==> src/wid_cfg.svh <==
// constants for the wake-up and interrupt dispatch block
`ifndef WID_CFG_SVH
`define WID_CFG_SVH
`define WID_MODE_W 4
`define WID_MODE_SLEEP 4'h1
`define WID_MODE_IDLE 4'h2
`define WID_MODE_GREEN 4'h4
`define WID_MODE_NORMAL 4'h8
`define WID_NSRC 3
`define WID_SRC_PIN 0
`define WID_SRC_TWI 1
`define WID_SRC_SPI 2
`endif

==> src/wid_pkg.sv <==
// types for the wake-up and interrupt dispatch block
package wid_pkg;
   typedef enum logic [3:0] {
      WID_SLEEP = 4'h1,
      WID_IDLE = 4'h2,
      WID_GREEN = 4'h4,
      WID_NORMAL = 4'h8
   } wid_mode_t;
   typedef enum logic [3:0] {
      WID_NONE = 4'h1,
      WID_RESUME = 4'h2,
      WID_VECTOR = 4'h4,
      WID_RESET = 4'h8
   } wid_action_t;
endpackage

==> src/wid_src_if.sv <==
// per-source event and decision bundle
`timescale 1ns/1ns
interface wid_src_if;
   logic event_p;
   logic wake_en;
   logic irq_en;
   logic wake_ok;
   logic irq_ok;
   logic wake;
   logic irq;
   modport dec (input event_p, wake_en, irq_en, wake_ok, irq_ok, output wake, irq);
   modport top (output event_p, wake_en, irq_en, wake_ok, irq_ok, input wake, irq);
endinterface

==> src/wid_dispatch.sv <==
// wake-up and interrupt dispatch controller
`timescale 1ns/1ns
`include "wid_cfg.svh"
module wid_dispatch
   import wid_pkg::*;
(
   // clock and reset
   input wire logic sys_clk_i,
   input wire logic sys_rst_i,
   // power mode and global interrupt state from the core
   input wire logic [`WID_MODE_W-1:0] power_mode_i,
   input wire logic global_irq_enabled_i,
   // pin-change source
   input wire logic pin_change_evt_i,
   input wire logic pin_change_wake_en_i,
   input wire logic pin_change_irq_en_i,
   // two-wire serial source
   input wire logic twowire_evt_i,
   input wire logic twowire_wake_en_i,
   input wire logic twowire_irq_en_i,
   input wire logic twowire_slave_i,
   // serial peripheral source
   input wire logic serial_periph_evt_i,
   input wire logic serial_periph_wake_en_i,
   input wire logic serial_periph_irq_en_i,
   input wire logic serial_periph_slave_i,
   // watchdog
   input wire logic watchdog_timeout_i,
   // core sequencer side
   input wire logic vector_ack_i,
   output logic wake_o,
   output logic resume_o,
   output logic vector_req_o,
   output logic [`WID_NSRC-1:0] vector_src_o,
   output logic reset_req_o,
   output logic [3:0] action_o
);
   wid_mode_t mode;
   logic low_pwr;
   logic green;
   logic normal;
   logic [`WID_NSRC-1:0] wake_v;
   logic [`WID_NSRC-1:0] irq_v;
   logic any_wake;
   logic any_irq;
   logic nxt_vec;
   wid_action_t nxt_action;
   wid_action_t action_ff;
   logic vector_req_ff;
   logic [`WID_NSRC-1:0] vector_src_ff;
   logic [`WID_NSRC-1:0] nxt_src;
   logic wake_ff;
   logic resume_ff;
   logic reset_ff;
   logic nxt_wake;
   logic nxt_resume;
   logic nxt_reset;

   assign mode = wid_mode_t'(power_mode_i);

   // ----------------------------------------------------------------
   // power mode decode
   // ----------------------------------------------------------------
   always_comb begin
      low_pwr = 1'b0;
      green = 1'b0;
      normal = 1'b0;
      unique case (mode)
         WID_SLEEP, WID_IDLE: begin
            low_pwr = 1'b1;
         end
         WID_GREEN: begin
            green = 1'b1;
         end
         WID_NORMAL: begin
            normal = 1'b1;
         end
         default: begin
            // codes outside the one-hot set wake and interrupt nothing
            low_pwr = 1'b0;
         end
      endcase
   end

   wid_src_if pin_s ();
   wid_src_if twi_s ();
   wid_src_if spi_s ();

   // ----------------------------------------------------------------
   // source qualification
   // ----------------------------------------------------------------
   assign pin_s.event_p = pin_change_evt_i;
   assign pin_s.wake_en = pin_change_wake_en_i;
   assign pin_s.irq_en = pin_change_irq_en_i;
   assign pin_s.wake_ok = low_pwr;
   // in sleep/idle only a wake can start a vector, hence the gating
   assign pin_s.irq_ok = green | normal | (low_pwr & pin_change_wake_en_i);

   assign twi_s.event_p = twowire_evt_i;
   assign twi_s.wake_en = twowire_wake_en_i;
   assign twi_s.irq_en = twowire_irq_en_i;
   assign twi_s.wake_ok = low_pwr & twowire_slave_i;
   // port is unusable in green mode, so it never interrupts there
   assign twi_s.irq_ok = normal | (low_pwr & twowire_wake_en_i & twowire_slave_i);

   assign spi_s.event_p = serial_periph_evt_i;
   assign spi_s.wake_en = serial_periph_wake_en_i;
   assign spi_s.irq_en = serial_periph_irq_en_i;
   assign spi_s.wake_ok = low_pwr & serial_periph_slave_i;
   assign spi_s.irq_ok = green | normal |
      (low_pwr & serial_periph_wake_en_i & serial_periph_slave_i);

   wid_src_dec u_pin (.s(pin_s));
   wid_src_dec u_twi (.s(twi_s));
   wid_src_dec u_spi (.s(spi_s));

   // both enables at 0 leave the source inert in every mode
   assign wake_v[`WID_SRC_PIN] = pin_s.wake;
   assign wake_v[`WID_SRC_TWI] = twi_s.wake;
   assign wake_v[`WID_SRC_SPI] = spi_s.wake;
   assign irq_v[`WID_SRC_PIN] = pin_s.irq;
   assign irq_v[`WID_SRC_TWI] = twi_s.irq;
   assign irq_v[`WID_SRC_SPI] = spi_s.irq;
   assign any_wake = |wake_v;
   assign any_irq = |irq_v;
   assign nxt_vec = any_irq & global_irq_enabled_i;
   assign nxt_src = irq_v;

   // ----------------------------------------------------------------
   // action decision, watchdog has top priority
   // ----------------------------------------------------------------
   always_comb begin
      if (watchdog_timeout_i) begin
         nxt_action = WID_RESET;
      end else if (nxt_vec) begin
         nxt_action = WID_VECTOR;
      end else if (any_wake | any_irq) begin
         nxt_action = WID_RESUME;
      end else begin
         nxt_action = WID_NONE;
      end
   end

   // ----------------------------------------------------------------
   // next values of the one-cycle outputs
   // ----------------------------------------------------------------
   // a reset request swallows any wake seen in the same cycle
   assign nxt_wake = any_wake & ~watchdog_timeout_i;
   assign nxt_resume = (nxt_action == WID_RESUME);
   assign nxt_reset = watchdog_timeout_i;

   // ----------------------------------------------------------------
   // registered outputs, one flop group per concern
   // ----------------------------------------------------------------
   always_ff @(posedge sys_clk_i or posedge sys_rst_i) begin
      if (sys_rst_i) begin
         action_ff <= WID_NONE;
      end else begin
         action_ff <= nxt_action;
      end
   end

   always_ff @(posedge sys_clk_i or posedge sys_rst_i) begin
      if (sys_rst_i) begin
         wake_ff <= 1'b0;
      end else begin
         wake_ff <= nxt_wake;
      end
   end

   always_ff @(posedge sys_clk_i or posedge sys_rst_i) begin
      if (sys_rst_i) begin
         resume_ff <= 1'b0;
      end else begin
         resume_ff <= nxt_resume;
      end
   end

   always_ff @(posedge sys_clk_i or posedge sys_rst_i) begin
      if (sys_rst_i) begin
         reset_ff <= 1'b0;
      end else begin
         reset_ff <= nxt_reset;
      end
   end

   // vector request holds until the core acknowledges or the watchdog times out; a new request wins over an ack, the watchdog over both
   always_ff @(posedge sys_clk_i or posedge sys_rst_i) begin
      if (sys_rst_i) begin
         vector_req_ff <= 1'b0;
         vector_src_ff <= '0;
      end else if (watchdog_timeout_i) begin
         vector_req_ff <= 1'b0;
         vector_src_ff <= '0;
      end else if (nxt_vec) begin
         vector_req_ff <= 1'b1;
         vector_src_ff <= vector_src_ff & ~{`WID_NSRC{vector_ack_i}} | nxt_src;
      end else if (vector_ack_i) begin
         vector_req_ff <= 1'b0;
         vector_src_ff <= '0;
      end
   end

   assign wake_o = wake_ff;
   assign resume_o = resume_ff;
   assign reset_req_o = reset_ff;
   assign vector_req_o = vector_req_ff;
   assign vector_src_o = vector_src_ff;
   assign action_o = action_ff;
endmodule

==> src/wid_src_dec.sv <==
// per-source wake and interrupt qualifier
`timescale 1ns/1ns
module wid_src_dec (
   wid_src_if.dec s
);
   // wake needs the wake enable and a mode/role where wake is legal
   assign s.wake = s.event_p & s.wake_en & s.wake_ok;
   // interrupt needs its enable and a mode where the source may interrupt
   assign s.irq = s.event_p & s.irq_en & s.irq_ok;
endmodule

==> config.mk <==
export PLATFORM = sky130hd
export DESIGN_NAME = wid_dispatch
export DESIGN_NICKNAME = d
export VERILOG_FILES = /design/src/wid_pkg.sv /design/src/wid_src_if.sv /design/src/wid_dispatch.sv /design/src/wid_src_dec.sv
export VERILOG_INCLUDE_DIRS = /design/src /design/src/src
export SDC_FILE = /design/constraint.sdc
export NUM_CORES = 1
export LEC_CHECK = 0
export BUFFER_PORTS_ARGS = -buffer_cell sky130_fd_sc_hd__buf_2
export CAP_MARGIN = 0
export CORE_AREA = 2 2 40 42
export CTS_CLUSTER_SIZE = 10
export DETAILED_ROUTE_END_ITERATION = 16
export DIE_AREA = 0 0 42 44
export PLACE_DENSITY = 0.76
export RECOVER_POWER = 25
export SLEW_MARGIN = 15
export SYNTH_ARGS = -nofsm -noshare
export SYNTH_HDL_FRONTEND = slang
export SYNTH_HIERARCHICAL = 1
export SYNTH_SLANG_ARGS = --single-unit
==> constraint.sdc <==
create_clock -name sys_clk_i -period 0.9 [get_ports sys_clk_i]
set_input_delay 0.18 -clock sys_clk_i [delete_from_list [all_inputs] [get_ports sys_clk_i]]
set_output_delay 0.18 -clock sys_clk_i [all_outputs]
set_load 0.05 [all_outputs]
# Yosys cells after proc, flatten, opt, wreduce, memory -nomap -nowiden
# Cells that the tools add are included.
dict set report op_classes {
  n_eq_ne 5
  muxes 12
  bitwise_logic 30
  reduce_logical 4
}
# op count
set ops {}
lappend ops {{bitwise AND 1 bit} 21}
lappend ops {{two-way mux 3 bit} 4}
lappend ops {{== test 4 x 2 -> 1 bit, second input constant} 2}
lappend ops {{two-way mux 1 bit} 6}
lappend ops {{OR reduction 3 bit} 2}
lappend ops {{OR 1 bit} 5}
lappend ops {{== test 4 x 1 -> 1 bit, second input constant} 1}
lappend ops {{== test 4 x 3 -> 1 bit, second input constant} 1}
lappend ops {{== test 4 bit, second input constant} 1}
lappend ops {{two-way mux 4 bit} 1}
lappend ops {{bitwise AND 3 bit} 1}
lappend ops {{inverter 3 bit} 1}
lappend ops {{OR 3 bit} 1}
lappend ops {{nonzero test 3 bit} 1}
lappend ops {{two-way mux 2 bit} 1}
lappend ops {{OR reduction 2 bit} 1}
lappend ops {{inverter 1 bit} 1}
dict set report word_totals {
  ff_bits 11
  out_inout_bits 11
}

# Longest topological paths before layout
dict set report depth {
  word_depth 13
  depth_mapped 7
  mapped_depth_nobuf 7
}

# Hierarchy
# The synthesis kept the hierarchy.
# mod n_inst cells_per_inst area_each_um2 seq_area_each_um2
set by_module_without_submodules {}
lappend by_module_without_submodules {wid_dispatch 1 50 508.0 251.5}
lappend by_module_without_submodules {wid_src_dec 3 2 12.5 0.0}

# Least setup slack after synthesis
# No wires, ideal clock.
dict set report synth_timing {
  kind {input port to flip-flop}
  start {in power_mode_i[1]}
  end {reg action_ff[1] (netlist: action_o[1])}
  setup_ns 0.120
  arrival_time_ns 1.664
  required_time_ns 0.780
  slack_ns -0.883
  stages 7
  path_buffers 0
  path_cell_list {nand2b_1 -> a211oi_1 -> and2_1 -> and3_1 -> or3_1 -> or4_4 -> and3b_1}
}
# item line
set synth_lines {}
lappend synth_lines {{start: declaration} wid_dispatch.sv:11} ;# input wire logic [`WID_MODE_W-1:0] power_mode_i,
lappend synth_lines {{== test 4 x 1 -> 1 bit / == test 4 x 2 -> 1 bit (equally long branches)} wid_dispatch.sv:68} ;# unique case (mode)
lappend synth_lines {{OR reduction 2 bit (*)} wid_dispatch.sv:68}
lappend synth_lines {{two-way mux 1 bit (*)} wid_dispatch.sv:68}
lappend synth_lines {{via low_pwr} wid_dispatch.sv:39} ;# logic low_pwr;
lappend synth_lines {{bitwise AND 1 bit (*)} wid_dispatch.sv:102} ;# assign twi_s.wake_ok = low_pwr & twowire_slave_i;
lappend synth_lines {{via twi_s.wake_ok} wid_src_if.sv:7} ;# logic wake_ok;
lappend synth_lines {{bitwise AND 1 bit (*)} wid_src_dec.sv:7} ;# assign s.wake = s.event_p & s.wake_en & s.wake_ok;
lappend synth_lines {{via twi_s.wake} wid_src_if.sv:9} ;# logic wake;
lappend synth_lines {{OR reduction 3 bit (*)} wid_dispatch.sv:124} ;# assign any_wake = |wake_v;
lappend synth_lines {{OR 1 bit (*)} wid_dispatch.sv:137} ;# end else if (any_wake | any_irq) begin
lappend synth_lines {{two-way mux 2 bit (*)} wid_dispatch.sv:137}
lappend synth_lines {{two-way mux 3 bit (*)} wid_dispatch.sv:135} ;# end else if (nxt_vec) begin
lappend synth_lines {{two-way mux 4 bit (*)} wid_dispatch.sv:133} ;# if (watchdog_timeout_i) begin
lappend synth_lines {{via nxt_action[1]} wid_dispatch.sv:47} ;# wid_action_t nxt_action;
lappend synth_lines {{end signal: assignment} wid_dispatch.sv:159} ;# action_ff <= nxt_action;
lappend synth_lines {{end: declaration} wid_dispatch.sv:48} ;# wid_action_t action_ff;
# The timed path passes the listed nets; every way through them passes the cells marked *.
# A chain may end at the register's enable or synchronous reset.

# Worst setup path after layout
dict set report layout_timing {
  start {in power_mode_i[0]}
  end {reg action_ff[1] (netlist: action_o[1])}
}
# The elaborated chain is that of the path after synthesis.

==> summary.txt <==
Outcome
  – Status: finished with violations
  – Violations in the final reports: setup timing

Worst setup path
  – R2R depth: 3
  – Arr. time, crit path: 1.73 ns
  – Crit end category: register
  – Crit-path cells: buf_8 > nand2b_4 > a211oi_4 > and2_1 > and3_1 > or3_1 > or4_4 > and3b_1
  – FF-to-FF Start: vector_src_o[0]
  – Worst Path Max Fanout: 3
  – R2r endpoint: vector_src_o[0]
  – Slowest cell on crit path: or4_4
  – Crit start category: input port
  – Max incr delay on CP: 0.44 ns
  – CP required: 1.04 ns
  – Crit Path Category: input port to register
  – FF-to-FF setup slack: 0.01 ns

Pwr
  – Leak Pwr: 0.000561 µW
  – Pwr/cell area: 1130 mW/mm²
  – Peak VDD IR: 0.914 mV
  – Total Power: 1200 µW

Die
  – Die Wd: 42 µm
  – IO Count: 31
  – Die area: 0.00185 mm²
  – Num rows: 14
  – Core area: 0.00142 mm²
  – Starting Density: 0.384
  – Die H: 44 µm

Timing
  – Worst slew pin tran: 0.383 ns
  – Post-route setup slack: -0.687 ns
  – Final max-slew violation count: 0
  – Period minus WS final: 1.59 ns
  – Relative slew margins: 0.745
  – Finish-stage setup viols: 20
  – F_max: 0.630 GHz
  – Layout Skew: 0 ns
  – Post-route clock period utilization: 1.76
  – Hold_ws: 0.204 ns
  – Final Hold Viols: 0
  – RSZ-0062 raised after global routing: true

Global routing
  – Vias in the first global route: 657
  – First-pass GRT wire length: 2700 µm
  – Largest net degree at the start of global routing: 11
  – Initial antenna violation count: 0
  – Grt ovf: 0
  – Total Routing Usage GR: 0.196

CTS
  – CTS buffer count: 3
  – Clock transition at the registers of the reported paths: 0.07 ns
  – Max Root-Sink Buffers: 2
  – CTS H-tree depth: 1
  – CTS tree: done
  – Clock Latency Late Sink: 0.25 ns
  – Root Driver: clkbuf_4
  – CTS sink count: 10

Logic synthesis
  – Syn Std Cell Area: 546 µm²
  – Mapped Avg Cell Area: 9.74 µm²
  – Post-synthesis sequential area ratio: 0.461
  – Yosys warnings: 6
  – Netlist cell types: 24
  – Mapped Cells: 56
  – Syn_nets: 76
  – Yosys reg bits: 10

Placed design
  – Final HPWL DP: 1200 µm
  – RD Place Congestion: 0.816
  – Port buffer count: 30

Drt
  – Routed WL per cell: 14.1 µm
  – Post-DRT Antenna Nets: 0
  – Avg Vias per Cell: 5.23
  – Routed wire length: 1720 µm
  – Starting DRC count in detailed routing: 9
  – DR DRC count: 0
  – Pre-antenna DRT Iters: 4
  – Via count: 638

Worst hold path
  – WHS Path Cells: 1
  – Hold EP: action_o[3]
  – Hold Path Class: input port to register
  – HP Start: watchdog_timeout_i

Finish
  – Diodes inserted: 0
  – Synthesis-to-layout area growth: 95.0%
  – Filler cells: 106
  – Layout cell share with drive strength beyond 1: 0.623
  – Final net count: 127

Run
  – Max-Cap Viols: 0
-- cell usage after synthesis (all sizes together) --
cell | number | area share
dfstp | 1 | 0.048
a211oi | 1 | 0.014
a2111o | 1 | 0.021
or4 | 2 | 0.034
nor2b | 2 | 0.023
dfrtp | 9 | 0.41
inv | 2 | 0.014
and2 | 2 | 0.023
a22oi | 3 | 0.041
and3b | 3 | 0.048
and3 | 6 | 0.069
and4b | 1 | 0.018
nand2 | 4 | 0.028
buf | 1 | 0.014
nand3 | 2 | 0.018
a21oi | 1 | 0.0092
o21ai | 2 | 0.018
or4b | 2 | 0.037
or3 | 1 | 0.011
nand2b | 2 | 0.023
o31ai | 1 | 0.014
nor2 | 6 | 0.041
clkdlybuf4s15 | 1 | 0.021
-- final cells by class --
cell class,instances,area [µm²],share of cell area
Clock buffer,4,36.3,0.0341
Inverter,2,7.51,0.00706
Multi-Input combinational cell,42,350,0.329
Sequential cell,10,253,0.238
Tap cell,16,20.0,0.0188
Timing Repair Buffer,48,397,0.373
-- critical path: cells and delay by family --
kind                   cells  cell delay [ns]
AOI/OAI and AO/OA          1             0.06
buffers and inverters      1             0.08
and+or+nand+nor            6             1.40
-- per-stage QoR --
stage	area [µm²]	setup slack (ns)	cells	utilization	TNS (ns)
after floorplan	603	-0.785	56	-	-4.45
after global placement	811	-0.979	108	0.571	-6.70
after detailed placement	811	-1.02	108	0.571	-7.05
after CTS	1050	-0.690	121	0.738	-5.70
after global routing	1060	-0.746	122	0.750	-6.24
final	1060	-0.687	122	0.750	-5.53
-- repair_timing --
item                       4_1_cts  5_1_grt
setup endpoints to repair       20       20
setup buffers                    8        3
hold endpoints to repair         9        0
gates resized for setup         39        3
pin swaps                        9        6
hold buffers                     1        0
-- registers in the layout, indices dropped and copies added (netlist names) --
register,count
action_o,4
resume_o,1
vector_req_o,1
vector_src_o,3
wake_o,1
-- cell usage in the layout, fill, tap and decap left out, types with 2 or more instances in the layout --
cell | synthesis | routed
inv_1 | 2 | 2
and3b_1 | 3 | 3
nand2b_4 | 0 | 2
buf_2 | 0 | 15
and3_4 | 0 | 3
buf_4 | 1 | 13
nand2_1 | 4 | 3
nor2b_1 | 2 | 2
nor2_1 | 6 | 6
and3_1 | 6 | 3
o21ai_1 | 2 | 2
and2_1 | 2 | 2
buf_6 | 0 | 16
dfrtp_1 | 9 | 8
buf_8 | 0 | 2
clkbuf_4 | 0 | 3
a22oi_2 | 0 | 3
-- worst max path at each step --
stage / startpoint / endpoint / cells past startpoint
after global placement: power_mode_i[0] / action_o[1] / 8
after floorplan: power_mode_i[1] / action_o[1] / 7
after detailed placement: power_mode_i[0] / resume_o / 8
after CTS: power_mode_i[0] / resume_o / 8
after global routing: power_mode_i[0] / action_o[1] / 8
final: power_mode_i[0] / action_o[1] / 8
-- power by group --
group	switching (µW)	internal, µW	leakage [µW]
logic	169	160	0.000408
registers	8.37	467	0.000132
clock network	152	245	0.0000210
total	329	872	0.000561
-- metal layers --
metal,routed length (µm),part of all wire,track usage,vias up
met5,0,0,0,-
met4,20,0.012,0.0581,0
met1,543,0.32,0.166,305
met3,79,0.046,0.0167,2
met2,1080,0.63,0.456,25
li1,-,-,-,306
-- cells by family (layout without fill, tap and decap cells) --
| group | Yosys count | after routing | share of synthesized area |
|---|---|---|---|
| AO/OA/AOI/OAI | 9 | 9 | 0.117 |
| flip-flops | 10 | 10 | 0.461 |
| buffers and inverters | 4 | 54 | 0.0482 |
| AND/OR/NAND/NOR | 33 | 33 | 0.374 |
No activity file was read; power rests on OpenSTA's default activity.
